==> src/sbo_pkg.sv <==
// Shared constants and types for the system bus output request/grant link
package sbo_pkg;
  // Requester indices, also grant priority order (lowest index first)
  localparam int SBO_NREQ = 10;
  localparam int SBO_R_HOSTDATA = 0;
  localparam int SBO_R_MEMRET = 1;
  localparam int SBO_R_PIORET = 2;
  localparam int SBO_R_BERR = 3;
  localparam int SBO_R_SYNC = 4;
  localparam int SBO_R_PURGE = 5;
  localparam int SBO_R_MEMRD = 6;
  localparam int SBO_R_MEMWR = 7;
  localparam int SBO_R_IORD = 8;
  localparam int SBO_R_IOWR = 9;
  // Bus states each transaction occupies
  localparam logic [2:0] SBO_LEN_HOSTDATA = 3'h4;
  localparam logic [2:0] SBO_LEN_MEMRET = 3'h4;
  localparam logic [2:0] SBO_LEN_PIORET = 3'h1;
  localparam logic [2:0] SBO_LEN_BERR = 3'h1;
  localparam logic [2:0] SBO_LEN_SYNC = 3'h1;
  localparam logic [2:0] SBO_LEN_PURGE = 3'h1;
  localparam logic [2:0] SBO_LEN_MEMRD = 3'h1;
  localparam logic [2:0] SBO_LEN_MEMWR = 3'h5;
  localparam logic [2:0] SBO_LEN_IORD = 3'h1;
  localparam logic [2:0] SBO_LEN_IOWR = 3'h2;
  // Command-reset pulse length in bus states
  localparam logic [1:0] SBO_CMD_RESET_STATES = 2'h1;
  // Minimum bus states between two I/O transaction starts
  localparam logic [1:0] SBO_IO_SPACING = 2'h2;
  // Transaction type codes driven on the bus
  localparam logic [7:0] SBO_T_NONE = 8'h00;
  localparam logic [7:0] SBO_T_HOSTCTL = 8'h01;
  localparam logic [7:0] SBO_T_SHARRTN = 8'h02;
  localparam logic [7:0] SBO_T_PIORTN = 8'h03;
  localparam logic [7:0] SBO_T_BERR = 8'h48;
  localparam logic [7:0] SBO_T_SYNC = 8'h18;
  localparam logic [7:0] SBO_T_PURGE = 8'h1c;
  localparam logic [7:0] SBO_T_RDCUR = 8'hf0;
  localparam logic [7:0] SBO_T_RDSOP = 8'hf4;
  localparam logic [7:0] SBO_T_RDPRIV = 8'hf8;
  localparam logic [7:0] SBO_T_WRBACK = 8'h98;
  localparam logic [7:0] SBO_T_RDSHORT = 8'hc1;
  localparam logic [7:0] SBO_T_WRSHORT = 8'h81;
  // Memory read flavours chosen by the requester
  localparam logic [1:0] SBO_RD_SHAR_OR_PRIV = 2'h0;
  localparam logic [1:0] SBO_RD_CURRENT = 2'h1;
  localparam logic [1:0] SBO_RD_PRIV = 2'h2;
  typedef enum logic [1:0] {SBO_IDLE, SBO_BUSY} sbo_state_e;
endpackage

==> src/sbo_if.sv <==
// Request/grant carrier between requesters and bus master logic
`timescale 1ns/1ps
interface sbo_if;
  logic iox_hostdata_return_request;
  logic coh_memreturn_request;
  logic coh_shared;
  logic coh_zerolen_return_strobe;
  logic [3:0] coh_zerolen_trans_id;
  logic iox_mem_read_request;
  logic [1:0] iox_mem_read_kind;
  logic iox_zerolen_hint;
  logic iox_mem_write_request;
  logic iox_io_read_request;
  logic iox_pio_return_request;
  logic iox_io_write_request;
  logic coh_sync_request;
  logic coh_purge_request;
  logic bin_broad_error_request;
  logic iox_stop_io;
  logic iox_cmd_reset;
  logic [9:0] grant;
  modport requester (
    output iox_hostdata_return_request, coh_memreturn_request, coh_shared,
    output coh_zerolen_return_strobe, coh_zerolen_trans_id,
    output iox_mem_read_request, iox_mem_read_kind, iox_zerolen_hint,
    output iox_mem_write_request, iox_io_read_request,
    output iox_pio_return_request, iox_io_write_request,
    output coh_sync_request, coh_purge_request, bin_broad_error_request,
    output iox_stop_io, iox_cmd_reset,
    input grant
  );
  modport master (
    input iox_hostdata_return_request, coh_memreturn_request, coh_shared,
    input coh_zerolen_return_strobe, coh_zerolen_trans_id,
    input iox_mem_read_request, iox_mem_read_kind, iox_zerolen_hint,
    input iox_mem_write_request, iox_io_read_request,
    input iox_pio_return_request, iox_io_write_request,
    input coh_sync_request, coh_purge_request, bin_broad_error_request,
    input iox_stop_io, iox_cmd_reset,
    output grant
  );
endinterface

==> src/sbo_master.sv <==
// Bus master end: grants output requests and sequences bus states
`timescale 1ns/1ps
module sbo_master
  import sbo_pkg::*;
(
  input wire logic clock,
  input wire logic rst_n,
  sbo_if.master bus,
  output logic [7:0] bus_ttype,
  output logic bus_valid,
  output logic bus_zerolen_hint,
  output logic [3:0] zerolen_trans_id,
  output logic zerolen_return,
  output logic cmd_reset_seen
);
  // Bus occupancy, I/O spacing and this state's requests and grants
  sbo_state_e state_q;
  logic [2:0] left_q;
  logic [1:0] io_gap_q;
  logic [9:0] req;
  logic [9:0] gnt;
  logic io_ok;
  logic io_start;

  // Length of a transaction given its requester index; every index is
  // listed so that a new length needs only a package change
  function automatic logic [2:0] len_of(input int idx);
    case (idx)
      SBO_R_HOSTDATA: len_of = SBO_LEN_HOSTDATA;
      SBO_R_MEMRET: len_of = SBO_LEN_MEMRET;
      SBO_R_PIORET: len_of = SBO_LEN_PIORET;
      SBO_R_BERR: len_of = SBO_LEN_BERR;
      SBO_R_SYNC: len_of = SBO_LEN_SYNC;
      SBO_R_PURGE: len_of = SBO_LEN_PURGE;
      SBO_R_MEMRD: len_of = SBO_LEN_MEMRD;
      SBO_R_MEMWR: len_of = SBO_LEN_MEMWR;
      SBO_R_IORD: len_of = SBO_LEN_IORD;
      SBO_R_IOWR: len_of = SBO_LEN_IOWR;
      default: len_of = SBO_LEN_SYNC;
    endcase
  endfunction

  // True for the two requesters that count as I/O transactions;
  // both are held back by stop-I/O and by the spacing rule
  function automatic logic is_io(input int idx);
    is_io = (idx == SBO_R_IORD) || (idx == SBO_R_IOWR);
  endfunction

  // Gather request lines in priority order
  // Requests are levels that come straight from the requester's flops
  always_comb begin
    req = '0;
    req[SBO_R_HOSTDATA] = bus.iox_hostdata_return_request;
    req[SBO_R_MEMRET] = bus.coh_memreturn_request;
    req[SBO_R_PIORET] = bus.iox_pio_return_request;
    req[SBO_R_BERR] = bus.bin_broad_error_request;
    req[SBO_R_SYNC] = bus.coh_sync_request;
    req[SBO_R_PURGE] = bus.coh_purge_request;
    req[SBO_R_MEMRD] = bus.iox_mem_read_request;
    req[SBO_R_MEMWR] = bus.iox_mem_write_request;
    req[SBO_R_IORD] = bus.iox_io_read_request;
    req[SBO_R_IOWR] = bus.iox_io_write_request;
  end

  // I/O issue gated by stop-I/O and the two-state spacing; a held
  // request simply waits, so nothing is lost while I/O is stopped
  assign io_ok = !bus.iox_stop_io && (io_gap_q == 2'h0);

  // Fixed priority, one grant only while idle
  // Grant is combinational: a request made by logic would form a loop
  always_comb begin
    gnt = '0;
    if (state_q == SBO_IDLE) begin
      for (int i = 0; i < SBO_NREQ; i++) begin
        if (req[i] && gnt == '0 && (!is_io(i) || io_ok)) begin
          gnt[i] = 1'b1;
        end
      end
    end
  end
  assign bus.grant = gnt;
  // Start of an I/O transaction opens the spacing window
  assign io_start = gnt[SBO_R_IORD] || gnt[SBO_R_IOWR];

  // Occupancy counter: transaction holds the bus for its length
  // Single-state transactions never leave idle, so short ones can
  // follow each other with no dead state between them
  always_ff @(posedge clock or negedge rst_n) begin
    if (!rst_n) begin
      state_q <= SBO_IDLE;
      left_q <= 3'h0;
    end else begin
      case (state_q)
        SBO_IDLE: begin
          for (int i = 0; i < SBO_NREQ; i++) begin
            if (gnt[i] && len_of(i) > 3'h1) begin
              state_q <= SBO_BUSY;
              left_q <= len_of(i) - 3'h1;
            end
          end
        end
        SBO_BUSY: begin
          left_q <= left_q - 3'h1;
          if (left_q == 3'h1) begin
            state_q <= SBO_IDLE;
          end
        end
        default: state_q <= SBO_IDLE;
      endcase
    end
  end

  // Counts down the states left after an I/O start; a counter keeps the spacing
  // a package constant rather than a fixed one-state flag
  always_ff @(posedge clock or negedge rst_n) begin
    if (!rst_n) begin
      io_gap_q <= 2'h0;
    end else if (io_start) begin
      io_gap_q <= SBO_IO_SPACING - 2'h1;
    end else if (io_gap_q != 2'h0) begin
      io_gap_q <= io_gap_q - 2'h1;
    end
  end

  // Transaction type is driven in the start state only
  // The chain cannot clash: at most one grant bit is ever set, so
  // the order of the lines below carries no meaning
  always_ff @(posedge clock or negedge rst_n) begin
    if (!rst_n) begin
      bus_ttype <= SBO_T_NONE;
      bus_valid <= 1'b0;
      bus_zerolen_hint <= 1'b0;
    end else begin
      bus_valid <= |gnt;
      bus_zerolen_hint <= gnt[SBO_R_MEMRD] && bus.iox_zerolen_hint;
      bus_ttype <= SBO_T_NONE;
      if (gnt[SBO_R_HOSTDATA]) begin
        bus_ttype <= SBO_T_HOSTCTL;
      end
      if (gnt[SBO_R_MEMRET]) begin
        // Shared flag turns a plain return into a shared one
        bus_ttype <= bus.coh_shared ? SBO_T_SHARRTN : SBO_T_HOSTCTL;
      end
      if (gnt[SBO_R_PIORET]) begin
        bus_ttype <= SBO_T_PIORTN;
      end
      if (gnt[SBO_R_BERR]) begin
        bus_ttype <= SBO_T_BERR;
      end
      if (gnt[SBO_R_SYNC]) begin
        bus_ttype <= SBO_T_SYNC;
      end
      if (gnt[SBO_R_PURGE]) begin
        bus_ttype <= SBO_T_PURGE;
      end
      if (gnt[SBO_R_MEMRD]) begin
        case (bus.iox_mem_read_kind)
          SBO_RD_CURRENT: bus_ttype <= SBO_T_RDCUR;
          SBO_RD_PRIV: bus_ttype <= SBO_T_RDPRIV;
          default: bus_ttype <= SBO_T_RDSOP;
        endcase
      end
      if (gnt[SBO_R_MEMWR]) begin
        bus_ttype <= SBO_T_WRBACK;
      end
      if (gnt[SBO_R_IORD]) begin
        bus_ttype <= SBO_T_RDSHORT;
      end
      if (gnt[SBO_R_IOWR]) begin
        bus_ttype <= SBO_T_WRSHORT;
      end
    end
  end

  // Zero-length return passes through without arbitration
  // It never takes the bus, so it may come in any state, even busy ones;
  // registered so that every output of this end but the grant comes from a flop
  always_ff @(posedge clock or negedge rst_n) begin
    if (!rst_n) begin
      zerolen_return <= 1'b0;
      zerolen_trans_id <= 4'h0;
      cmd_reset_seen <= 1'b0;
    end else begin
      zerolen_return <= bus.coh_zerolen_return_strobe;
      zerolen_trans_id <= bus.coh_zerolen_trans_id;
      cmd_reset_seen <= bus.iox_cmd_reset;
    end
  end
endmodule

==> src/flat_wrapper.sv <==
// flat-port wrapper written by rule: the top's interface ports become plain ports
module sbo_master_flat import sbo_pkg::*;
  (clock, rst_n, bus_ttype, bus_valid, bus_zerolen_hint, zerolen_trans_id, zerolen_return, cmd_reset_seen, bus_iox_hostdata_return_request, bus_coh_memreturn_request, bus_coh_shared, bus_coh_zerolen_return_strobe, bus_coh_zerolen_trans_id, bus_iox_mem_read_request, bus_iox_mem_read_kind, bus_iox_zerolen_hint, bus_iox_mem_write_request, bus_iox_io_read_request, bus_iox_pio_return_request, bus_iox_io_write_request, bus_coh_sync_request, bus_coh_purge_request, bus_bin_broad_error_request, bus_iox_stop_io, bus_iox_cmd_reset, bus_grant);
  sbo_if bus_i ();
  input wire logic clock;
  input wire logic rst_n;
  output logic [7:0] bus_ttype;
  output logic bus_valid;
  output logic bus_zerolen_hint;
  output logic [3:0] zerolen_trans_id;
  output logic zerolen_return;
  output logic cmd_reset_seen;
  input wire logic [$bits(bus_i.iox_hostdata_return_request)-1:0] bus_iox_hostdata_return_request;
  input wire logic [$bits(bus_i.coh_memreturn_request)-1:0] bus_coh_memreturn_request;
  input wire logic [$bits(bus_i.coh_shared)-1:0] bus_coh_shared;
  input wire logic [$bits(bus_i.coh_zerolen_return_strobe)-1:0] bus_coh_zerolen_return_strobe;
  input wire logic [$bits(bus_i.coh_zerolen_trans_id)-1:0] bus_coh_zerolen_trans_id;
  input wire logic [$bits(bus_i.iox_mem_read_request)-1:0] bus_iox_mem_read_request;
  input wire logic [$bits(bus_i.iox_mem_read_kind)-1:0] bus_iox_mem_read_kind;
  input wire logic [$bits(bus_i.iox_zerolen_hint)-1:0] bus_iox_zerolen_hint;
  input wire logic [$bits(bus_i.iox_mem_write_request)-1:0] bus_iox_mem_write_request;
  input wire logic [$bits(bus_i.iox_io_read_request)-1:0] bus_iox_io_read_request;
  input wire logic [$bits(bus_i.iox_pio_return_request)-1:0] bus_iox_pio_return_request;
  input wire logic [$bits(bus_i.iox_io_write_request)-1:0] bus_iox_io_write_request;
  input wire logic [$bits(bus_i.coh_sync_request)-1:0] bus_coh_sync_request;
  input wire logic [$bits(bus_i.coh_purge_request)-1:0] bus_coh_purge_request;
  input wire logic [$bits(bus_i.bin_broad_error_request)-1:0] bus_bin_broad_error_request;
  input wire logic [$bits(bus_i.iox_stop_io)-1:0] bus_iox_stop_io;
  input wire logic [$bits(bus_i.iox_cmd_reset)-1:0] bus_iox_cmd_reset;
  output wire logic [$bits(bus_i.grant)-1:0] bus_grant;
  assign bus_i.iox_hostdata_return_request = bus_iox_hostdata_return_request;
  assign bus_i.coh_memreturn_request = bus_coh_memreturn_request;
  assign bus_i.coh_shared = bus_coh_shared;
  assign bus_i.coh_zerolen_return_strobe = bus_coh_zerolen_return_strobe;
  assign bus_i.coh_zerolen_trans_id = bus_coh_zerolen_trans_id;
  assign bus_i.iox_mem_read_request = bus_iox_mem_read_request;
  assign bus_i.iox_mem_read_kind = bus_iox_mem_read_kind;
  assign bus_i.iox_zerolen_hint = bus_iox_zerolen_hint;
  assign bus_i.iox_mem_write_request = bus_iox_mem_write_request;
  assign bus_i.iox_io_read_request = bus_iox_io_read_request;
  assign bus_i.iox_pio_return_request = bus_iox_pio_return_request;
  assign bus_i.iox_io_write_request = bus_iox_io_write_request;
  assign bus_i.coh_sync_request = bus_coh_sync_request;
  assign bus_i.coh_purge_request = bus_coh_purge_request;
  assign bus_i.bin_broad_error_request = bus_bin_broad_error_request;
  assign bus_i.iox_stop_io = bus_iox_stop_io;
  assign bus_i.iox_cmd_reset = bus_iox_cmd_reset;
  assign bus_grant = bus_i.grant;
  sbo_master u_core (.clock(clock), .rst_n(rst_n), .bus(bus_i), .bus_ttype(bus_ttype), .bus_valid(bus_valid), .bus_zerolen_hint(bus_zerolen_hint), .zerolen_trans_id(zerolen_trans_id), .zerolen_return(zerolen_return), .cmd_reset_seen(cmd_reset_seen));
endmodule
==> config.mk <==
export PLATFORM = sky130hd
export DESIGN_NAME = sbo_master_flat
export DESIGN_NICKNAME = d
export VERILOG_FILES = /design/src/sbo_pkg.sv /design/src/sbo_if.sv /design/src/sbo_master.sv /design/src/flat_wrapper.sv
export SDC_FILE = /design/constraint.sdc
export NUM_CORES = 1
export LEC_CHECK = 0
export BUFFER_PORTS_ARGS = -buffer_cell sky130_fd_sc_hd__buf_2
export CAP_MARGIN = 20
export CORE_MARGIN = 3
export CORE_UTILIZATION = 48
export CTS_CLUSTER_DIAMETER = 50
export DETAILED_ROUTE_END_ITERATION = 12
export PLACE_DENSITY = 0.85
export SLEW_MARGIN = 10
export SYNTH_ARGS = -nofsm -noshare
export SYNTH_HDL_FRONTEND = slang
export SYNTH_SLANG_ARGS = --single-unit
export TNS_END_PERCENT = 30
==> constraint.sdc <==
create_clock -name clock -period 2.8 [get_ports clock]
set_clock_uncertainty 0.2 [all_clocks]
set_input_delay 0.56 -clock clock [delete_from_list [all_inputs] [get_ports clock]]
set_output_delay 0.56 -clock clock [all_outputs]
set_load 0.03 [all_outputs]
==> results of run 1 <==
-- through the flow --
| step | std cells | worst slack, ns | hold slack (ns) | util | instance area [um2] |
|---|---|---|---|---|---|
| finish | 174 | 0.194 | 0.00307 | 0.660 | 1320 |
| global route | 174 | 0.0240 | 0.0305 | 0.660 | 1320 |
| CTS | 174 | 0.194 | 0.0186 | 0.660 | 1320 |
| detailed placement | 171 | 0.332 | 0.338 | 0.649 | 1300 |
| global placement | 171 | 0.366 | 0.307 | 0.649 | 1300 |
| floorplan | 97 | 0.270 | 0.0644 | - | 1040 |
-- cell usage in the layout, fill, tap and decap left out, drive strengths merged, types with 2 or more instances in the layout --
master | Yosys | final
a21oi | 4 | 4
and2 | 2 | 2
nor4bb | 2 | 2
inv | 10 | 10
or2 | 2 | 2
nand2b | 2 | 2
nor2b | 2 | 2
dfrtp | 22 | 22
a31oi | 2 | 2
buf | 1 | 48
nor3 | 2 | 2
and3 | 3 | 3
clkbuf | 0 | 3
nor2 | 8 | 8
o21ai | 3 | 3
ha | 4 | 4
nor4 | 2 | 2
nand2 | 10 | 10
xor2 | 2 | 2
-- Yosys cell counts, types with 2 or more instances --
cell type	instances
inv_1	10
a31oi_1	2
ha_1	4
nand2b_1	2
and3_1	3
nor4bb_1	2
nor2_1	8
nor2b_1	2
xor2_1	2
nand2_1	9
and2_1	2
dfrtp_1	22
a21oi_1	4
or2_2	2
o21ai_0	2
-- sequential cells by signal (all words and copies together), names as in the netlist --
name / count
u_core.cmd_reset_seen: 1
u_core.left_q: 3
u_core.bus_ttype: 8
u_core.io_gap_q: 2
u_core.state_q: 1
u_core.bus_zerolen_hint: 1
u_core.zerolen_return: 1
u_core.bus_valid: 1
u_core.zerolen_trans_id: 4
-- cell type report --
class | count | share of cell area
Multi-Input combinational cell | 64 | 0.330
Inverter | 10 | 0.0284
Timing Repair Buffer | 48 | 0.182
Clock buffer | 3 | 0.0170
Sequential cell | 22 | 0.417
Tap cell | 27 | 0.0256
-- metal layers --
metal  part of all wire  global-route usage  routed length [um]
met5                  0                   0                   0
met4              0.013              0.0638                  28
met3              0.089              0.0171                 191
met2               0.46               0.277                 990
met1               0.43               0.201                 925
-- power by group --
group | switching, mW | internal [mW]
sequential | 0.0503 | 0.378
combinational | 0.169 | 0.136
clock | 0.0805 | 0.0500
total | 0.300 | 0.565
-- cell families (layout without fill, tap and decap cells) --
logic type	count (synthesis)	after routing
buf+inv	11	61
flops	22	22
xor+xnor	2	2
simple gates	39	39
fa+ha+maj	4	4
compound gates	19	19
-- worst max-delay path: stages, from the launching register on --
cell     delay (ns)
dfrtp_1        0.52
nor3_4         0.42
nand2_2        0.16
nor3_1         0.22
buf_2          0.23
-- final timing paths --
| kind | endpoint | slack (ns) | cells after the start |
|---|---|---|---|
| max in group asynchronous | u_core.left_q[2]$_DFFE_PN0P_ | 2.09 | 1 |
| worst max-delay path | bus_grant[8] | 0.19 | 4 |
| worst max register to register | u_core.left_q[0]$_DFFE_PN0P_ | 1.11 | 5 |
| worst min register to register | u_core.io_gap_q[0]$_DFFE_PN0P_ | 0.36 | 2 |
| worst min-delay path | u_core.bus_ttype[7]$_DFF_PN0_ | 0.003 | 1 |
| min in group clock | u_core.zerolen_trans_id[0]$_DFF_PN0_ | 0.17 | 1 |
==> reports/metrics.cfg, run 1 <==
[clock_tree]
cts_buffers=3
clock-sinks=22
cts_resized=0
root_buffer=clkbuf_4
clk_latency_ns=0.29
postCtsSetupRepairBufs=0
clockBufferDepth=2
cts_hold_buf=0
path_clk_slew_ns=0.10
htree_num_levels=1
cts_tree=yes

[synthesis]
synth_xor_area_frac=0.0169
synth_ff_type=dfrtp_1
muxShareOfSynthArea=0
synth_area_mm2=0.00104
synth_warnings=0
async_reset_ff_frac=1.00
synth_top_area_frac=0.531
synth_top_family_by_area=simple AND/OR/NAND/NOR gates
synth_edf_count=0
synth_cell_types=36
synth.largest_area_cell=dfrtp_1
synth_adder_area_share=0.0483
synth_simple_gate_area_frac=0.231
synth_compound_area_frac=0.126
synth_area_per_cell_um2=10.7
syn_nets=124
synth-seq-cells=22
synth_area_leaders=dfrtp_1 (53%), ha_1 (4.8%), inv_1 (3.6%), nand2_1 (3.3%), nor2_1 (2.9%)
ys_seq_area_frac=0.531
syn_inst=97

[power]
ir_drop_uv=392
p_leak_nw=0.749
p_total_mw=0.864
p_per_area_mw_per_mm2=654

[global_route]
grt_start_max_net_pins=23
grt_use_total=0.160
grt_overflow=0
grt_pass1_wl_um=3310
grt_pass1_vias=802
antenna_found_initial=0

[floorplanning]
fp-row-count=16
die_h_um=52.5
initial_utilization=0.518
ioPinCount=49
die_area_mm2=0.00275
die_x_um=52.5
core-area_mm2=0.00200

[timing]
rsz0062_at_grt=no
worstMarginPinSlew_ns=0.457
slew_viol_final=0
hold_viol_final=0
relSlewSlack=0.696
finalWorstPathRequiredPeriod_ns=2.61
finalSetupViolCount=0
fin_tns_setup_ns=0
post-route-period-util=0.931
timing.fmax_ghz=0.384

[critical_path]
worstPathArrival_ns=1.85
reg2reg_from=u_core.io_gap_q[0]$_DFFE_PN0P_
worst-setup-path-type=register to output port
cp_max_fo=10
cp-end-kind=output port
cp.required_ns=2.04
setup.worst_path.start_class=register
startpoint=u_core.state_q[0]$_DFFE_PN0P_

[route]
wire_per_inst_um=12.3
drc=0
drtAntennaViolNets=0
routed_wl_um=2140
via_per_inst=5.17
first_pass_iters=4
dr.first_iter.drc_count=15
route.vias.total=900

[flow_run]
maxCapViolCount=0

[finish]
area_growth_pct=27.5
register_area_um2=551
n_fill_cell=175
multi_input_area_um2=437
drive_gt1_frac=0.388
antenna_cells=0
final_net_count=176

[place]
port_buffers=48
dp_hpwl_um=1750
gp_congestion=0.769

[outcome]
status=completed

[worst_hold_path]
hold_class=input port to async pin

Power figures use the tool's default switching activity.
==> run 2: changes to the inputs <==
==> constraint.sdc (replaced) <==
create_clock -name clock -period 2.8 [get_ports clock]
set_clock_uncertainty 0.2 [all_clocks]
set_input_delay 0.14 -clock clock [delete_from_list [all_inputs] [get_ports clock]]
set_output_delay 0.14 -clock clock [all_outputs]
set_load 0.03 [all_outputs]
==> reports/metrics.cfg, run 2 (same netlist as run 1, synthesis figures left out) <==
[outcome]
status=completed

[flow_run]
maxCapViolCount=0

[timing]
worstMarginPinSlew_ns=0.470
rsz0062_at_grt=no
timing.fmax_ghz=0.451
hold_viol_final=0
whs_ns=0.0175
relSlewSlack=0.687
post-route-period-util=0.792
fin_tns_setup_ns=0
finalWorstPathRequiredPeriod_ns=2.22
setup_slack_ns=0.584
finalSetupViolCount=0
slew_viol_final=0

[global_route]
grt_overflow=0
grt_pass1_wl_um=3800
antenna_found_initial=0
grt_use_total=0.192
grt_pass1_vias=884
grt_start_max_net_pins=23

[power]
p_leak_nw=0.813
clkPwrFrac=0.147
internal_power_mw=0.580
pwr-share-comb=0.370
switching_power_mw=0.314
p_sw_frac=0.351
ir_drop_uv=350
power_frac_seq=0.483
p_total_mw=0.894
p_per_area_mw_per_mm2=607

[place]
place_area_mm2=0.00130
gp_congestion=0.786
port_buffers=48
place_inst=171
dp_hpwl_um=1790
post-place-ws_ns=0.968

[finish]
area_growth_pct=42.0
register_area_um2=551
reg.largest.list=u_core.bus_ttype: 8 flops, u_core.zerolen_trans_id: 4 flops, u_core.left_q: 3 flops
n_fill_cell=146
final_net_count=191
mostFrequentLayoutCells=buf_2 (48), dfrtp_1 (22), dlygate4sd3_1 (15), inv_1 (10), nand2_1 (9)
antenna_cells=0
multi_input_area_um2=437
largest_reg_flops=8
design_area_mm2=0.00147
top_register=u_core.bus_ttype
final_util=0.735
drive_gt1_frac=0.352
fin_cells=189
final_common_cell=buf_2

[critical_path]
cp.required_ns=2.46
path_common_cell=buf_2
cp_max_fo=6
crit_slowest_cell=dlygate4sd3_1
worstPathArrival_ns=1.88
setup.worst_path.start_class=input port
worst-setup-path-type=input port to output port
cpPeakStageDelay_ns=0.53
cp-end-kind=output port
crit_chain=dlygate4sd3_1, buf_2, nor4_4, nand2_2, nor4_2, buf_2
reg2reg_depth=4

[floorplanning]
fp-row-count=16
die_x_um=52.5
initial_utilization=0.518
ioPinCount=49
die_h_um=52.5
die_area_mm2=0.00275
core-area_mm2=0.00200

[route]
route.vias.total=904
drc=0
routed_wl_um=2370
via_per_inst=4.78
dr.first_iter.drc_count=8
drtAntennaViolNets=0
first_pass_iters=4
wire_per_inst_um=12.5

[clock_tree]
path_clk_slew_ns=0.10
postCtsSetupRepairBufs=0
cts_hold_buf=15
clk_latency_ns=0.29
cts_resized=0
clock-sinks=22
cts_tree=yes
htree_num_levels=1
cts_buffers=3
root_buffer=clkbuf_4
clockBufferDepth=2

[worst_hold_path]
hold_class=input port to register
hold_depth=3

==> run 2: cell types whose count changed in the layout (fill, tap and decap cells not counted), sizes merged <==
cell	change
dlygate4sd3	+15
==> run 2: worst paths after layout <==
check                                          startpoint                         endpoint  slack (ns)
setup reg to reg            u_core.state_q[0]$_DFFE_PN0P_    u_core.bus_ttype[2]$_DFF_PN0_        0.68
hold / removal                  bus_coh_memreturn_request       u_core.bus_valid$_DFF_PN0_        0.02
setup / recovery              bus_bin_broad_error_request                     bus_grant[9]        0.58
min in group asynchronous                           rst_n  u_core.zerolen_return$_DFF_PN0_        0.15
hold reg to reg            u_core.io_gap_q[0]$_DFFE_PN0P_   u_core.io_gap_q[0]$_DFFE_PN0P_        0.36
max in group asynchronous                           rst_n    u_core.bus_ttype[5]$_DFF_PN0_        1.93
==> run 2: worst max-delay path: cells and delay by family <==
kind                   cells  cell delay, ns
and+or+nand+nor            3            0.81
buffers and inverters      3            0.92
==> run 2: power groups by stage <==
stage | sequential (mW) | combinational (mW) | clock [mW]
5_1_grt | 0.440 | 0.377 | 0.158
3_5_place_dp | 0.436 | 0.318 | 0
6_report | 0.431 | 0.331 | 0.132
4_1_cts | 0.430 | 0.335 | 0.140
3_3_place_gp | 0.430 | 0.300 | 0
2_1_floorplan | 0.442 | 0.223 | 0
==> run 2: final cells by class <==
| cell class | count | share of cell area |
|---|---|---|
| sequential | 22 | 0.374 |
| multi-input combinational | 64 | 0.297 |
| timing repair buffer | 63 | 0.265 |
| inverter | 10 | 0.0255 |
| tap | 27 | 0.0230 |
| clock buffer | 3 | 0.0153 |
==> run 2: per-layer routing <==
metal  GRT usage  up-vias  wire [um]
met3      0.0313        2        186
li1            -      465          -
met4      0.0851        0         19
met2       0.351       41       1200
met1       0.215      396        966
met5           0        -          0
==> run 3: changes to the inputs <==
--- a/config.mk
+++ b/config.mk
@@ -8,10 +8,10 @@
 export BUFFER_PORTS_ARGS = -buffer_cell sky130_fd_sc_hd__buf_2
 export CAP_MARGIN = 20
 export CORE_MARGIN = 3
-export CORE_UTILIZATION = 48
+export CORE_UTILIZATION = 40
 export CTS_CLUSTER_DIAMETER = 50
 export DETAILED_ROUTE_END_ITERATION = 12
-export PLACE_DENSITY = 0.85
+export PLACE_DENSITY = 0.76
 export SLEW_MARGIN = 10
 export SYNTH_ARGS = -nofsm -noshare
 export SYNTH_HDL_FRONTEND = slang
==> constraint.sdc (replaced) <==
create_clock -name clock -period 2 [get_ports clock]
set_clock_uncertainty 0.2 [all_clocks]
set_input_delay 0.1 -clock clock [delete_from_list [all_inputs] [get_ports clock]]
set_output_delay 0.1 -clock clock [all_outputs]
set_load 0.03 [all_outputs]
==> reports/metrics.cfg, run 3 (same netlist as run 1, synthesis figures left out) <==
[finish]
top_register=u_core.bus_ttype
drive_gt1_frac=0.389
reg.largest.list=u_core.bus_ttype: 8 flops, u_core.zerolen_trans_id: 4 flops, u_core.left_q: 3 flops
final_common_cell=buf_2
final_net_count=208
mostFrequentLayoutCells=buf_2 (43), dlygate4sd3_1 (24), dfrtp_1 (21), inv_1 (9), buf_4 (9)
antenna_cells=0
area_growth_pct=66.4
n_fill_cell=172
fin_cells=208
design_area_mm2=0.00172
largest_reg_flops=8
multi_input_area_um2=475
register_area_um2=552

[worst_hold_path]
min_from=bus_iox_mem_read_kind[0]
hold_depth=4
min_to=u_core.bus_ttype[2]$_DFF_PN0_
hold_class=input port to register

[critical_path]
reg2reg_from=u_core.state_q[0]$_DFFE_PN0P_
cp-end-kind=output port
cp.required_ns=1.70
setup.worst_path.start_class=register
reg2reg_depth=5
r2r_setup_slack_ns=0.09
worst-setup-path-type=register to output port
r2r_end=u_core.bus_ttype[7]$_DFF_PN0_
cp_max_fo=6
worstPathArrival_ns=1.63

[route]
drc=0
drtAntennaViolNets=0
first_pass_iters=4
wire_per_inst_um=13.4
routed_wl_um=2800
dr.first_iter.drc_count=14
route.vias.total=1025
via_per_inst=4.93

[clock_tree]
clk_latency_ns=0.30
path_clk_slew_ns=0.11
clock-sinks=22
clockBufferDepth=2
cts_buffers=3
root_buffer=clkbuf_4
htree_num_levels=1
cts_tree=yes

[power]
power_frac_seq=0.391
p_per_area_mw_per_mm2=876
clkPwrFrac=0.217
p_leak_nw=0.946
ir_drop_uv=783
switching_power_mw=0.480
internal_power_mw=1.03
pwr-share-comb=0.392
p_sw_frac=0.318

[floorplanning]
ioPinCount=49
die_x_um=56.9
initial_utilization=0.443
fp-row-count=17
die_area_mm2=0.00324
die_h_um=56.9
core-area_mm2=0.00234

[place]
post-place-ws_ns=0.312
place_inst=173
dp_hpwl_um=1870
place_area_mm2=0.00131
port_buffers=48
gp_congestion=0.833

[outcome]
status=completed

[global_route]
antenna_found_initial=0
grt_pass1_vias=1011
grt_pass1_wl_um=4350
grt_use_total=0.173
grt_start_max_net_pins=23
grt_overflow=0

[timing]
timing.fmax_ghz=0.518
hold_viol_final=0
worstMarginPinSlew_ns=0.470
finalSetupViolCount=0
finalWorstPathRequiredPeriod_ns=1.93
post-route-period-util=0.966
relSlewSlack=0.687
slew_viol_final=0
setup_slack_ns=0.0684

[flow_run]
maxCapViolCount=0

[run 3: changes by cell type in the layout (fill, tap and decap cells not counted), moves of 3 or more]
cell,before,now
buf_4,0,9
dlygate4sd3_1,15,24
buf_2,48,43
dlymetal6s4s_1,0,3
[run 3: through the flow]
stage               hold WS [ns]  setup TNS [ns]  power [mW]   util
floorplan                 -0.396               0       0.931      -
global placement          -0.119               0        1.03  0.559
finish                    0.0342               0        1.51  0.737
detailed placement        -0.115               0        1.05  0.559
CTS                      0.00455               0        1.42  0.700
global route              0.0344         -0.0298        1.61  0.737
[run 3: how the worst max path moves through the flow]
stage,start,end,slack (ns),cells past startpoint
final,u_core.io_gap_q[1]$_DFFE_PN0P_,bus_grant[8],0.07,6
after floorplan,u_core.state_q[0]$_DFFE_PN0P_,bus_grant[8],0.07,4
after global routing,u_core.io_gap_q[1]$_DFFE_PN0P_,bus_grant[8],-0.03,6
after detailed placement,u_core.state_q[0]$_DFFE_PN0P_,bus_grant[9],0.31,4
after CTS,u_core.io_gap_q[0]$_DFFE_PN0P_,bus_grant[9],0.01,6
after global placement,u_core.state_q[0]$_DFFE_PN0P_,bus_grant[9],0.34,4
[run 3: cell type report]
type | count | share of cell area
well taps | 28 | 0.0203
inverters | 10 | 0.0218
clock inverters | 1 | 0.0174
clock buffers | 3 | 0.0131
flip-flops and latches | 22 | 0.320
multi-input cells | 64 | 0.276
repair buffers | 80 | 0.332
[run 3: critical path, stage by stage (launching register included)]
cell	delay [ns]
dfrtp_1	0.39
inv_1	0.09
ha_4	0.16
nor2b_4	0.18
nand2_2	0.09
nor3_2	0.22
buf_4	0.20
[run 3: power groups by stage]
stage	clock, mW	combinational, mW	sequential [mW]
2_1_floorplan	0	0.312	0.619
3_3_place_gp	0	0.428	0.605
3_5_place_dp	0	0.444	0.607
4_1_cts	0.338	0.485	0.600
5_1_grt	0.353	0.660	0.600
6_report	0.327	0.592	0.591
[run 3: repair_timing]
action / 4_1_cts / 5_1_grt
setup endpoints to repair: 5 / 8
gates resized for setup: 3 / 13
endpoints found under the hold margin: 39 / 0
pin swaps: 1 / 4
setup buffers: 0 / 7
hold buffers: 27 / 0
[run 3: per-layer routing]
metal / part of all wire / track usage / vias up
met1: 0.41 / 0.195 / 473
met3: 0.070 / 0.0483 / 4
met5: 0 / 0 / -
met2: 0.50 / 0.320 / 49
li1: - / - / 499
met4: 0.016 / 0.0331 / 0
